### config.mk
export PLATFORM = sky130hd
export DESIGN_NAME = asp_ctrl
export DESIGN_NICKNAME = d
export VERILOG_FILES = /design/src/asp_pkg.sv /design/src/asp_ctrl.sv /design/src/asp_sync.sv
export VERILOG_INCLUDE_DIRS = /design/src /design/src/src
export SDC_FILE = /design/constraint.sdc
export NUM_CORES = 1
export LEC_CHECK = 0
export ABC_AREA = 1
export BUFFER_PORTS_ARGS = -buffer_cell sky130_fd_sc_hd__buf_2
export CAP_MARGIN = 20
export CORE_UTILIZATION = 60
export DETAILED_ROUTE_END_ITERATION = 6
export PLACE_DENSITY = 0.83
export SLEW_MARGIN = 20
export SYNTH_ARGS = -nofsm -noshare
export SYNTH_HDL_FRONTEND = slang
export SYNTH_SLANG_ARGS = --single-unit
### constraint.sdc
create_clock -name clk_sys -period 3.6 [get_ports clk_sys]
set_input_delay 0.54 -clock clk_sys [delete_from_list [all_inputs] [get_ports clk_sys]]
set_output_delay 0.54 -clock clk_sys [all_outputs]
set_load 0.03 [all_outputs]
### src/asp_map.svh
`ifndef ASP_MAP_SVH
`define ASP_MAP_SVH
// Frame geometry in serial clock falling edges
`define ASP_FRAME_EDGES   5'd16
`define ASP_MODE_EDGE_LO  5'd2
`define ASP_MODE_EDGE_HI  5'd10
`define ASP_LEAD_ZEROS    5'd3
`define ASP_RESULT_BITS   5'd8
// Power-up span in serial clock cycles
`define ASP_WAKE_CYCLES   5'd16
// Throughput limit, serial clocks per conversion
`define ASP_CONV_PERIOD   5'd20
// Host clock limit in kHz and least link half period in system cycles
`define ASP_SCLK_MAX_KHZ  10000
`define ASP_SYS_MHZ       100
`define ASP_HALF_CYC      ((`ASP_SYS_MHZ * 1000) / (2 * `ASP_SCLK_MAX_KHZ))
`endif

### src/asp_pkg.sv
package asp_pkg;
  typedef enum logic [1:0] {
    ASP_SHUT = 2'b00,
    ASP_WAKE = 2'b01,
    ASP_NORM = 2'b11
  } asp_mode_t;
  typedef struct packed {
    logic sclk;
    logic cs_n;
  } asp_pins_t;
  typedef struct packed {
    logic out;
    logic oe;
  } asp_sdo_t;
endpackage

### src/asp_ctrl.sv
`timescale 1ns/1ps
`default_nettype none
`include "asp_map.svh"
// Summary of operation
// - Select raised edges 2..9 aborts, floats, shuts
// - Select raised before edge 2 keeps normal mode
// - Shutdown powers analog off until select low
// - Select fall in shutdown starts power-up
// - Wake frame aborted before edge 10 reshuts
// - Fully powered after 16 wake cycles
// - Power-on mode set by boot_shut strap; first frame is a dummy
// - 3 zeros, 8 bits MSB first, 5 zeros
// - Drive at select fall, float at 16/rise
// - Rise after edge 10 aborts, stays normal
module asp_ctrl
(
  input  wire logic              clk_sys,
  input  wire logic              rst_n,
  input  wire asp_pkg::asp_pins_t pins,
  input  wire logic [7:0]        sample_in,
  input  wire logic              boot_shut,
  output asp_pkg::asp_sdo_t      sdo,
  output logic                   analog_on,
  output logic                   powered,
  output logic                   sample_take,
  output logic [7:0]             held_sample,
  output logic                   result_valid
);
  logic                sclk_s;
  logic                cs_n_s;
  logic                sclk_prev_q;
  logic                cs_prev_q;
  logic                fall_sclk;
  logic                cs_fall;
  logic                cs_rise;
  logic [4:0]          edges_q;
  logic                frame_q;
  logic [4:0]          wake_q;
  logic                dummy_q;
  logic [15:0]         shift_q;
  asp_pkg::asp_mode_t  mode_q;
  asp_pkg::asp_mode_t  mode_d;

  // Both pins arrive from the host's clock domain
  asp_sync u_sync_sclk
  (
    .clk_sys (clk_sys),
    .rst_n   (rst_n),
    .din     (pins.sclk),
    .init    (1'b1),
    .dout    (sclk_s)
  );
  asp_sync u_sync_cs
  (
    .clk_sys (clk_sys),
    .rst_n   (rst_n),
    .din     (pins.cs_n),
    .init    (1'b1),
    .dout    (cs_n_s)
  );

  // Edge detection on the filtered levels
  always_ff @(posedge clk_sys)
  begin
    if (!rst_n)
    begin
      sclk_prev_q <= 1'b1;
      cs_prev_q   <= 1'b1;
    end
    else
    begin
      sclk_prev_q <= sclk_s;
      cs_prev_q   <= cs_n_s;
    end
  end
  assign fall_sclk = sclk_prev_q & ~sclk_s & ~cs_n_s;
  assign cs_fall   = cs_prev_q & ~cs_n_s;
  assign cs_rise   = ~cs_prev_q & cs_n_s;

  // Falling-edge count, saturates at 31, past the frame end
  always_ff @(posedge clk_sys)
  begin
    if (!rst_n)
      edges_q <= 5'd0;
    else if (cs_fall)
      edges_q <= 5'd0;
    else if (fall_sclk && edges_q != 5'd31)
      edges_q <= edges_q + 5'd1;
  end

  // Frame open from select fall to 16th edge or select rise
  always_ff @(posedge clk_sys)
  begin
    if (!rst_n)
      frame_q <= 1'b0;
    else if (cs_fall)
      frame_q <= 1'b1;
    else if (cs_rise || (fall_sclk && edges_q == `ASP_FRAME_EDGES - 5'd1))
      frame_q <= 1'b0;
  end

  // Mode decisions taken on select fall, select rise and the tenth edge in wake; rise checked before the count
  always_comb
  begin
    mode_d = mode_q;
    if (cs_fall && mode_q == asp_pkg::ASP_SHUT)
      mode_d = asp_pkg::ASP_WAKE;
    else if (cs_rise)
    begin
      if (mode_q == asp_pkg::ASP_WAKE && edges_q < `ASP_MODE_EDGE_HI)
        mode_d = asp_pkg::ASP_SHUT;
      else if (edges_q >= `ASP_MODE_EDGE_LO && edges_q < `ASP_MODE_EDGE_HI)
        mode_d = asp_pkg::ASP_SHUT;
      else if (mode_q == asp_pkg::ASP_WAKE)
        mode_d = asp_pkg::ASP_NORM;
      // Fewer than two edges outside wake: mode kept, glitch filter
    end
    else if (mode_q == asp_pkg::ASP_WAKE && fall_sclk &&
             edges_q == `ASP_MODE_EDGE_HI - 5'd1)
      mode_d = asp_pkg::ASP_NORM;
  end

  // Power-on mode is a strap captured on the first cycle after reset
  always_ff @(posedge clk_sys)
  begin
    if (!rst_n)
      mode_q <= asp_pkg::ASP_NORM;
    else if (wake_q == 5'd31)
      mode_q <= boot_shut ? asp_pkg::ASP_SHUT : asp_pkg::ASP_NORM;
    else
      mode_q <= mode_d;
  end

  // Analog powered except in shutdown; strap picks the start
  always_ff @(posedge clk_sys)
  begin
    if (!rst_n)
      analog_on <= 1'b1;
    else if (wake_q == 5'd31)
      analog_on <= ~boot_shut;
    else
      analog_on <= (mode_d != asp_pkg::ASP_SHUT);
  end

  // Wake counter: 16 serial cycles after select fall
  always_ff @(posedge clk_sys)
  begin
    if (!rst_n)
      wake_q <= 5'd31;
    else if (wake_q == 5'd31)
      wake_q <= 5'd0; // either start needs its dummy frame
    else if (mode_d == asp_pkg::ASP_SHUT)
      wake_q <= 5'd0;
    else if (cs_fall && mode_q == asp_pkg::ASP_SHUT)
      wake_q <= 5'd0;
    else if (fall_sclk && wake_q < `ASP_WAKE_CYCLES)
      wake_q <= wake_q + 5'd1;
  end
  assign powered = (wake_q == `ASP_WAKE_CYCLES);

  // First frame after wake is a dummy; its result is flagged invalid
  always_ff @(posedge clk_sys)
  begin
    if (!rst_n)
      dummy_q <= 1'b1;
    else if (cs_fall)
      dummy_q <= (mode_q == asp_pkg::ASP_SHUT) || !powered;
  end

  // Sample and load word at select fall; shift on falling edges
  always_ff @(posedge clk_sys)
  begin
    if (!rst_n)
    begin
      shift_q     <= 16'h0000;
      held_sample <= 8'h00;
    end
    else if (cs_fall)
    begin
      held_sample <= sample_in;
      shift_q     <= {3'b000, sample_in, 5'b00000};
    end
    else if (fall_sclk)
      shift_q <= {shift_q[14:0], 1'b0};
  end
  assign sample_take = cs_fall;

  // Valid flag rises when a non-dummy frame finishes all 16 edges
  always_ff @(posedge clk_sys)
  begin
    if (!rst_n)
      result_valid <= 1'b0;
    else if (cs_fall)
      result_valid <= 1'b0;
    else if (fall_sclk && edges_q == `ASP_FRAME_EDGES - 5'd1)
      result_valid <= ~dummy_q;
  end

  // Output driven only inside an open frame
  always_ff @(posedge clk_sys)
  begin
    if (!rst_n)
      sdo <= '0;
    else
    begin
      sdo.oe  <= frame_q & ~cs_rise;
      sdo.out <= shift_q[15];
    end
  end
endmodule
`default_nettype wire

### src/asp_sync.sv
`timescale 1ns/1ps
`default_nettype none
// Three-stage synchroniser; change accepted when stages two and three agree
module asp_sync
(
  input  wire logic clk_sys,
  input  wire logic rst_n,
  input  wire logic din,
  input  wire logic init,
  output logic      dout
);
  logic s1_q;
  logic s2_q;
  logic s3_q;

  // First stage is read only by the second
  always_ff @(posedge clk_sys)
  begin
    if (!rst_n)
    begin
      s1_q <= init;
      s2_q <= init;
      s3_q <= init;
      dout <= init;
    end
    else
    begin
      s1_q <= din;
      s2_q <= s1_q;
      s3_q <= s2_q;
      if (s2_q == s3_q)
        dout <= s3_q;
    end
  end
endmodule
`default_nettype wire

==> flow_metrics.py, run 1 <==
metrics = {
    "status": {
        "status": "completed",
    },
    "place": {
        "dpl.hpwl_mm": 2.63,
        "io_buffers": 26,
        "pre_cts_ws_ns": 1.70,
        "gp_congestion": 0.784,
        "dp_cells": 316,
    },
    "route": {
        "wirelength_mm": 3.60,
        "vias": 1630,
        "ant_nets": 0,
        "wl_per_cell_um": 11.1,
        "drtPass1Iterations": 4,
        "drc": 0,
        "first_iter_violations": 76,
        "routed_via_density": 5.03,
    },
    "floorplanning": {
        "fp.coreArea_um2": 3100,
        "die_w_um": 59.5,
        "floorplan.initialDensity_pct": 64.0,
        "ioPinCount": 27,
        "die_h_um": 59.5,
        "die-area_um2": 3550,
        "rows": 20,
    },
    "worst_setup_path": {
        "critPathKind": "reg2out",
        "critPathLaunchType": "flop",
        "ff2ff_path_depth": 9,
        "worstPathRequired_ns": 3.06,
        "crit_arrival_ns": 1.49,
        "cp_max_fo": 12,
        "end_kind": "output pin",
    },
    "logic_synthesis": {
        "syn_nets": 274,
        "ys_warn_count": 0,
        "synthTopCellsByCount": "nand2_1, dfxtp_1, nor2_1",
        "ys.flop_type": "dfxtp_1",
        "yosys_register_bits": 47,
        "yosysSeqAreaShare_pct": 47.4,
        "avgSynthCellArea_um2": 7.85,
        "synth_area_um2": 1990,
        "synthArstFlopShare_pct": 0,
        "synthDistinctLibCells": 27,
        "yosys.area.top_type": "dfxtp_1",
        "synth_edf_count": 0,
        "synthTopCellsByArea": "dfxtp_1, nand2_1, nor2_1",
        "synth_top_area_share_pct": 47.4,
        "synth.most_common_cell": "nand2_1",
        "netlist_instances": 253,
    },
    "timing": {
        "finalSetupTns_ns": 0,
        "relSlewSlack_pct": 56.0,
        "fin_crit_sh_pct": 56.4,
        "setup_ws_ns": 1.57,
        "post-route-min-period_ns": 2.03,
        "setup_viol": 0,
        "fmax_mhz": 493,
        "finalMaxSlewViolations": 0,
        "worstMarginPinSlew_ns": 0.659,
        "final-hold-violation-count": 0,
        "fin_worst_skew_ns": 0.0129,
        "rsz0062_at_grt": "no",
    },
    "global_route": {
        "grt_max_degree": 25,
        "grt_pass1_wl_mm": 6.11,
        "use_met3_pct": 6.55,
        "grt-busiest-layer": "met2",
        "grt_pass1_vias": 1443,
        "track_usage_pct": 23.3,
        "grt_overflow": 0,
        "antenna_found_initial": 0,
        "grt_use_met2_pct": 39.6,
        "met1_usage_pct": 27.8,
    },
    "cells_and_area": {
        "nets": 300,
        "drive_above_1_share_pct": 21.4,
        "fillers": 268,
        "area_growth_pct": 10.3,
        "layout.cells.non_filler": 324,
        "antenna_cells": 0,
    },
    "cts": {
        "holdBufCountCts": 0,
        "path_clk_slew_ns": 0.14,
        "cts_sinks": 47,
        "clk_path_buf_depth": 2,
        "ctsResizeCount": 0,
        "h-tree-depth": 2,
        "cts_setup_buffers": 0,
        "clock_latency_ns": 0.37,
        "cts_buffers": 5,
        "cts_tree": "built",
        "root_buffer": "clkbuf_4",
    },
    "pwr": {
        "leakagePower_nw": 0.983,
        "pwr_density_cell_nw_per_um2": 483,
        "ir_worst_vdd_mv": 0.295,
    },
    "flow_run": {
        "cap_violations": 0,
    },
    "worst_hold_path": {
        "worstHoldPathType": "in2reg",
        "whs_path_depth": 2,
    },
}
-- cell usage in the layout, fill, tap and decap left out, types with 2 or more instances in the layout --
cell type,count
nand2_2,2
nor3_1,2
dfxtp_1,47
nor2_4,2
o21ai_0,15
nor2_1,27
ha_1,8
or2_2,7
inv_2,5
inv_1,24
a311oi_1,6
buf_2,26
clkinvlp_4,2
clkbuf_4,5
nand2_1,58
a21oi_1,10
nand2_4,2
nand3_1,19
nor2_2,5
-- path summary, 6_finish.rpt --
| check | endpoint | from | slack [ns] |
|---|---|---|---|
| worst max-delay path | sample_take | cs_prev_q$_SDFF_PN1_ | 1.57 |
| worst min-delay path | u_sync_cs.s1_q$_SDFF_PN1_ | pins[0] | 0.36 |
| worst max register to register | edges_q[3]$_SDFFE_PP0P_ | edges_q[1]$_SDFFE_PP0P_ | 1.76 |
| worst min register to register | u_sync_cs.s2_q$_SDFF_PN1_ | u_sync_cs.s1_q$_SDFF_PN1_ | 0.42 |
-- flip-flops by register name, indices dropped and copies added, names as in the netlist, 2 cells and up --
register / count
shift_q: 11
edges_q: 5
held_sample: 8
sdo: 2
mode_q: 2
wake_q: 5
-- layer usage --
| metal | vias up | routed length (µm) |
|---|---|---|
| met1 | 722 | 1700 |
| li1 | 860 | - |
| met5 | - | 0 |
| met4 | 0 | 66 |
| met2 | 39 | 1680 |
| met3 | 9 | 163 |
-- where the power goes --
part	leakage, nW	internal, mW	switching (mW)
clock	0.0272	0.0747	0.171
combinational	0.574	0.0826	0.148
sequential	0.382	0.556	0.0270
-- worst max-delay path, cell delays in order (launching register included) --
cell	delay (ns)
dfxtp_1	0.37
inv_1	0.06
nor2_2	0.40
buf_2	0.29
-- metrics by stage --
stage / hold slack [ns] / instance area [µm²] / utilization (%) / total power [mW]
CTS: 0.338 / 2190 / 70.6 / 1.06
finish: 0.357 / 2190 / 70.6 / 1.06
global placement: 0.395 / 2130 / 68.8 / 0.813
detailed placement: 0.405 / 2130 / 68.8 / 0.823
global route: 0.325 / 2190 / 70.6 / 1.13
floorplan: 0.393 / 1990 / - / 0.776
-- logic make-up after synthesis --
kind of cell | after synthesis | synth area share, %
DFF | 47 | 47.4
xor gates and xnor gates | 1 | 0.441
buffers and inverters | 36 | 7.43
AOI/OAI and AO/OA | 33 | 9.64
and+or+nand+nor | 128 | 30.1
adders and majority gates | 8 | 5.04
-- area by class of cell --
cell class / count / area, µm² / area share, %
Timing Repair Buffer: 26 / 130 / 5.94
Inverter: 29 / 109 / 4.97
Clock buffer: 5 / 37.5 / 1.71
Multi-Input combinational cell: 170 / 898 / 41.0
Tap cell: 44 / 55.1 / 2.51
Sequential cell: 47 / 941 / 42.9
Clock inverter: 3 / 20.0 / 0.914
Power figures use the tool's default switching activity.
==> run 2, diff against run 1 <==
- ABC_AREA: 1 -> 0
- CORE_UTILIZATION: 60 -> 56
- PLACE_DENSITY: 0.83 -> 0.78
- clock period: 3.6 -> 1.9 ns (I/O delays scaled with it)
==> run 2 against run 1 <==
Net effect:
- power rose by 89%
- hold slack worse by 0.25 ns
- design area grew 5.8%
- critical path depth rose by 3
- first-iteration DRC count increased by 20%
- clock power is 130% higher
- register-to-register slack worse by 1.7 ns
- critical endpoint is now wake_q[1]$_SDFFE_PN1P_
- largest cell class is now multi-input gates
==> flow_metrics.py, run 2 <==
metrics = {
    "status": {
        "status": "completed",
    },
    "logic_synthesis": {
        "synth_top_family_by_area": "simple AND/OR/NAND/NOR gates",
        "yosys_register_bits": 47,
        "avgSynthCellArea_um2": 9.66,
        "synth_edf_count": 0,
        "synthArstFlopShare_pct": 0,
        "yosysSeqAreaShare_pct": 47.5,
        "synthMuxAreaShare_pct": 5.05,
        "synthTopCellsByArea": "dfxtp_1, ha_1, mux2i_1",
        "synth_compound_area_share_pct": 16.0,
        "synth_area_um2": 1980,
        "syn_nets": 226,
        "netlist_instances": 205,
        "synthSimpleGateAreaFrac_pct": 20.3,
        "synthTopCellsByCount": "dfxtp_1, nand2_1, nor2_1",
        "ys_warn_count": 0,
        "yosys.area.top_type": "dfxtp_1",
        "ys.flop_type": "dfxtp_1",
        "synthAdderAreaFrac_pct": 5.05,
        "synth.most_common_cell": "dfxtp_1",
        "synth_top_area_share_pct": 47.5,
        "synthXorXnorAreaFrac_pct": 2.65,
        "synthDistinctLibCells": 38,
    },
    "pwr": {
        "power_mw": 2.00,
        "p_int_mw": 1.48,
        "leakagePower_nw": 0.947,
        "ir_worst_vdd_mv": 0.669,
        "p_clk_share_pct": 27.8,
        "seqPwrFrac_pct": 56.0,
        "switching_share_pct": 26.1,
        "pwr_density_cell_nw_per_um2": 863,
        "pwr-share-comb_pct": 16.2,
        "p_sw_mw": 0.522,
    },
    "place": {
        "dp_cells": 275,
        "pre_cts_ws_ns": -0.00846,
        "gp_congestion": 0.819,
        "dpl.hpwl_mm": 2.44,
        "io_buffers": 26,
    },
    "cts": {
        "clk_path_buf_depth": 2,
        "cts_sinks": 47,
        "path_clk_slew_ns": 0.12,
        "h-tree-depth": 2,
        "clock_latency_ns": 0.35,
        "cts_tree": "built",
        "root_buffer": "clkbuf_4",
        "cts_buffers": 5,
    },
    "cells_and_area": {
        "regMostFlops": "shift_q",
        "layout_common_cells": "dfxtp_1, buf_2, nand2_1, nor2_1",
        "layout.cells.non_filler": 283,
        "drive_above_1_share_pct": 25.3,
        "area_growth_pct": 17.1,
        "largest_reg_flops": 11,
        "layout_commonest_cell": "dfxtp_1",
        "nets": 258,
        "top_regs": "shift_q x11, held_sample x8",
        "fillers": 284,
        "antenna_cells": 0,
    },
    "global_route": {
        "track_usage_pct": 20.4,
        "antenna_found_initial": 0,
        "grt_pass1_wl_mm": 5.56,
        "grt_max_degree": 23,
        "grt_overflow": 0,
        "grt_pass1_vias": 1302,
    },
    "floorplanning": {
        "die-area_um2": 3780,
        "die_w_um": 61.5,
        "floorplan.initialDensity_pct": 58.9,
        "ioPinCount": 27,
        "rows": 21,
        "fp.coreArea_um2": 3360,
        "die_h_um": 61.5,
    },
    "timing": {
        "fin_crit_sh_pct": 97.2,
        "setup_viol": 0,
        "final-hold-violation-count": 0,
        "relSlewSlack_pct": 60.0,
        "worstMarginPinSlew_ns": 0.585,
        "setup_ws_ns": 0.0530,
        "fmax_mhz": 541,
        "rsz0062_at_grt": "yes",
        "fin_worst_skew_ns": 0.0131,
        "finalMaxSlewViolations": 0,
        "post-route-min-period_ns": 1.85,
    },
    "worst_setup_path": {
        "cp_max_fo": 7,
        "worstPathRequired_ns": 2.17,
        "end_kind": "flop",
        "critPathKind": "reg2reg",
        "critPathLaunchType": "flop",
        "ff2ff_path_depth": 6,
        "crit_arrival_ns": 2.12,
    },
    "route": {
        "ant_nets": 0,
        "vias": 1466,
        "wirelength_mm": 3.47,
        "drtPass1Iterations": 4,
        "first_iter_violations": 91,
        "wl_per_cell_um": 12.3,
        "drc": 0,
        "routed_via_density": 5.18,
    },
    "worst_hold_path": {
        "worstHoldPathType": "in2reg",
        "whs_path_depth": 2,
    },
    "flow_run": {
        "cap_violations": 0,
    },
}
[run 2: changes by cell type in the layout (fill, tap and decap cells not counted), moves of 8 or more]
cell,change
nand2_1,-36
nand3_1,-19
inv_1,-18
nor2_1,-15
and2_1,+11
nand2b_1,+11
mux2i_1,+10
a21boi_0,+8
buf_4,+8
[run 2: stage by stage]
step	util (%)	setup TNS (ns)	area, µm²	hold WS [ns]
6_report	68.9	0	2320	0.108
5_1_grt	68.9	-0.0541	2320	0.0934
4_1_cts	67.4	0	2270	0.105
3_5_place_dp	65.3	-0.00846	2190	0.396
3_3_place_gp	65.3	0	2190	0.391
2_1_floorplan	-	0	1990	0.386
[run 2: kinds of logic (layout without fill, tap and decap cells)]
| kind of cell | Yosys count | in the layout |
|---|---|---|
| buffers and inverters | 17 | 49 |
| and+or+nand+nor | 72 | 72 |
| DFF | 47 | 47 |
| adders and majority gates | 8 | 8 |
| muxes | 10 | 10 |
| AOI/OAI and AO/OA | 45 | 45 |
| xor gates and xnor gates | 6 | 6 |
[run 2: final cells by class]
class | instances | area (µm²) | area share (%)
multi-input combinational | 141 | 1020 | 44.1
sequential | 47 | 945 | 40.7
timing repair buffer | 34 | 190 | 8.20
tap | 46 | 57.6 | 2.48
clock buffer | 6 | 41.3 | 1.78
inverter | 8 | 31.3 | 1.35
clock inverter | 1 | 30.0 | 1.30
[run 2: layer usage]
layer  track usage, %  up-vias  share of wire, %
li1                 -      778                 -
met1             24.5      662                50
met2             35.4       21                46
met3             5.67        5               2.9
met4             6.67        0               1.6
met5                0        -                 0
[run 2: critical path, cell delays in order (launching register included)]
cell and delay [ns]:
dfxtp_2 0.38, inv_2 0.05, ha_4 0.15, or4_4 0.42, and3_4 0.20, a211o_4 0.31, a221oi_2 0.27
[run 2: what timing repair did]
item                                    4_1_cts  5_1_grt
endpoints found under the setup margin        4        6
hold buffers                                  0        0
pin swaps                                     0        4
resized for setup                             1       11
setup buffers                                 0        1
[run 2: worst paths after layout]
| kind | start | endpoint | slack (ns) |
|---|---|---|---|
| max reg2reg | edges_q[0]$_SDFFE_PP0P_ | wake_q[1]$_SDFFE_PN1P_ | 0.05 |
| min reg2reg | u_sync_sclk.s1_q$_SDFF_PN1_ | u_sync_sclk.s2_q$_SDFF_PN1_ | 0.42 |
| min | pins[0] | u_sync_cs.s1_q$_SDFF_PN1_ | 0.11 |
| max | edges_q[0]$_SDFFE_PP0P_ | wake_q[1]$_SDFFE_PN1P_ | 0.05 |
[run 2: power by group through the flow]
| stage | clock network, mW | registers, mW | logic, mW |
|---|---|---|---|
| after floorplan | 0 | 1.14 | 0.221 |
| after global placement | 0 | 1.14 | 0.292 |
| after detailed placement | 0 | 1.14 | 0.297 |
| after CTS | 0.571 | 1.12 | 0.300 |
| after global routing | 0.611 | 1.13 | 0.372 |
| final | 0.556 | 1.12 | 0.324 |
==> run 3, diff against run 2 <==
- CORE_ASPECT_RATIO: unset -> 0.75
==> run 3 against run 2 <==
Net effect:
- die area hardly changed
- first-iteration DRC count rose by 14%
- combinational power about the same
- sequential power hardly changed
- highest routed layer unchanged
- global-route usage rose by 1.1 points
- utilization is 0.17 points lower
==> flow_metrics.py, run 3 (synthesis gave the netlist of run 2 again) <==
metrics = {
    "floorplanning": {
        "die-area_um2": 3780,
        "rows": 18,
        "die_h_um": 53.5,
        "die_w_um": 70.7,
        "floorplan.initialDensity_pct": 59.4,
        "ioPinCount": 27,
        "fp.coreArea_um2": 3330,
    },
    "route": {
        "ant_nets": 0,
        "drtPass1Iterations": 4,
        "routed_via_density": 5.46,
        "wl_per_cell_um": 13.0,
        "vias": 1507,
        "drc": 0,
        "wirelength_mm": 3.58,
        "first_iter_violations": 104,
    },
    "cts": {
        "cts_buffers": 5,
        "cts_tree": "built",
        "root_buffer": "clkbuf_8",
        "clk_path_buf_depth": 2,
        "h-tree-depth": 2,
        "clock_latency_ns": 0.29,
        "holdBufCountCts": 0,
        "path_clk_slew_ns": 0.08,
        "cts_sinks": 47,
    },
    "worst_setup_path": {
        "crit_arrival_ns": 2.04,
        "critPathLaunchType": "flop",
        "rrSetupSlack_ns": 0.06,
        "end_kind": "flop",
        "critPathKind": "reg2reg",
        "cp_max_fo": 7,
        "worstPathRequired_ns": 2.11,
    },
    "cells_and_area": {
        "largest_reg_flops": 11,
        "top_regs": "shift_q x11, held_sample x8",
        "layout_commonest_cell": "dfxtp_1",
        "regMostFlops": "shift_q",
        "drive_above_1_share_pct": 23.3,
        "layout_common_cells": "dfxtp_1, buf_2, nand2_1, nor2_1",
        "nets": 258,
        "fillers": 276,
        "antenna_cells": 0,
        "area_growth_pct": 15.7,
        "post-route-util_pct": 68.8,
    },
    "timing": {
        "finalMaxSlewViolations": 0,
        "final-hold-violation-count": 0,
        "fin_worst_skew_ns": 0.00499,
        "fin_crit_sh_pct": 96.6,
        "setup_viol": 0,
        "worstMarginPinSlew_ns": 0.549,
        "post-route-min-period_ns": 1.84,
        "holdWs_ns": 0.169,
        "fmax_mhz": 545,
        "relSlewSlack_pct": 62.5,
    },
    "pwr": {
        "p_clk_share_pct": 27.1,
        "leakagePower_nw": 0.940,
        "power_mw": 1.99,
        "pwr-share-comb_pct": 16.3,
        "switching_share_pct": 27.1,
        "seqPwrFrac_pct": 56.6,
        "ir_worst_vdd_mv": 0.828,
        "pwr_density_cell_nw_per_um2": 870,
        "p_int_mw": 1.45,
        "p_sw_mw": 0.540,
    },
    "global_route": {
        "track_usage_pct": 21.5,
        "grt_max_degree": 27,
        "grt_pass1_vias": 1300,
        "grt_overflow": 0,
        "antenna_found_initial": 0,
        "grt_pass1_wl_mm": 6.00,
    },
    "status": {
        "status": "completed",
    },
    "place": {
        "dpl.hpwl_mm": 2.47,
        "gp_congestion": 0.792,
        "io_buffers": 26,
    },
    "flow_run": {
        "cap_violations": 0,
    },
    "worst_hold_path": {
        "worstHoldPathType": "in2reg",
    },
}
[run 3: final timing paths]
path / start / to / cells after the start
max reg2reg: edges_q[0]$_SDFFE_PP0P_ / wake_q[0]$_SDFFE_PN1P_ / 6
min reg2reg: u_sync_cs.s1_q$_SDFF_PN1_ / u_sync_cs.s2_q$_SDFF_PN1_ / 1
max: edges_q[0]$_SDFFE_PP0P_ / wake_q[0]$_SDFFE_PN1P_ / 6
min: pins[1] / u_sync_sclk.s1_q$_SDFF_PN1_ / 2
[run 3: power by group through the flow]
| stage | clock, mW | combinational [mW] | sequential (mW) |
|---|---|---|---|
| finish | 0.541 | 0.325 | 1.13 |
| detailed placement | 0 | 0.299 | 1.14 |
| global route | 0.599 | 0.381 | 1.14 |
| global placement | 0 | 0.290 | 1.15 |
| CTS | 0.553 | 0.300 | 1.12 |
| floorplan | 0 | 0.221 | 1.14 |
[run 3: final cells by class]
type	instances	area (µm²)	share of cell area, %
multi-input combinational	141	1010	43.9
inverter	8	30.0	1.31
clock buffer	6	72.6	3.17
sequential	47	943	41.2
timing repair buffer	34	190	8.30
tap	40	50.0	2.18
[run 3: worst max-delay path: stages (launching register included)]
cell      delay (ns)
dfxtp_2         0.35
inv_1           0.05
ha_1            0.18
or4_4           0.41
and3_4          0.19
a211o_4         0.31
a221oi_1        0.26
[run 3: timing repair]
| action | CTS | global route |
|---|---|---|
| pin swaps | 0 | 1 |
| gates resized for setup | 1 | 5 |
| setup endpoints to repair | 1 | 4 |
| buffers inserted | 0 | 1 |
[run 3: metrics by stage]
stage               setup slack [ns]  cell area (µm²)  cells  TNS [ns]
finish                        0.0644             2290    276         0
CTS                           0.0279             2260    275         0
global route                -0.00593             2290    276   -0.0113
global placement              0.0577             2190    269         0
detailed placement          -0.00337             2190    269  -0.00337
floorplan                     0.0269             1990    205         0
[run 3: per-layer routing]
layer	GRT usage [%]	part of all wire (%)
met1	29.1	54
met2	31.9	41
met3	5.71	3.4
met4	11.0	2.0
met5	0	0
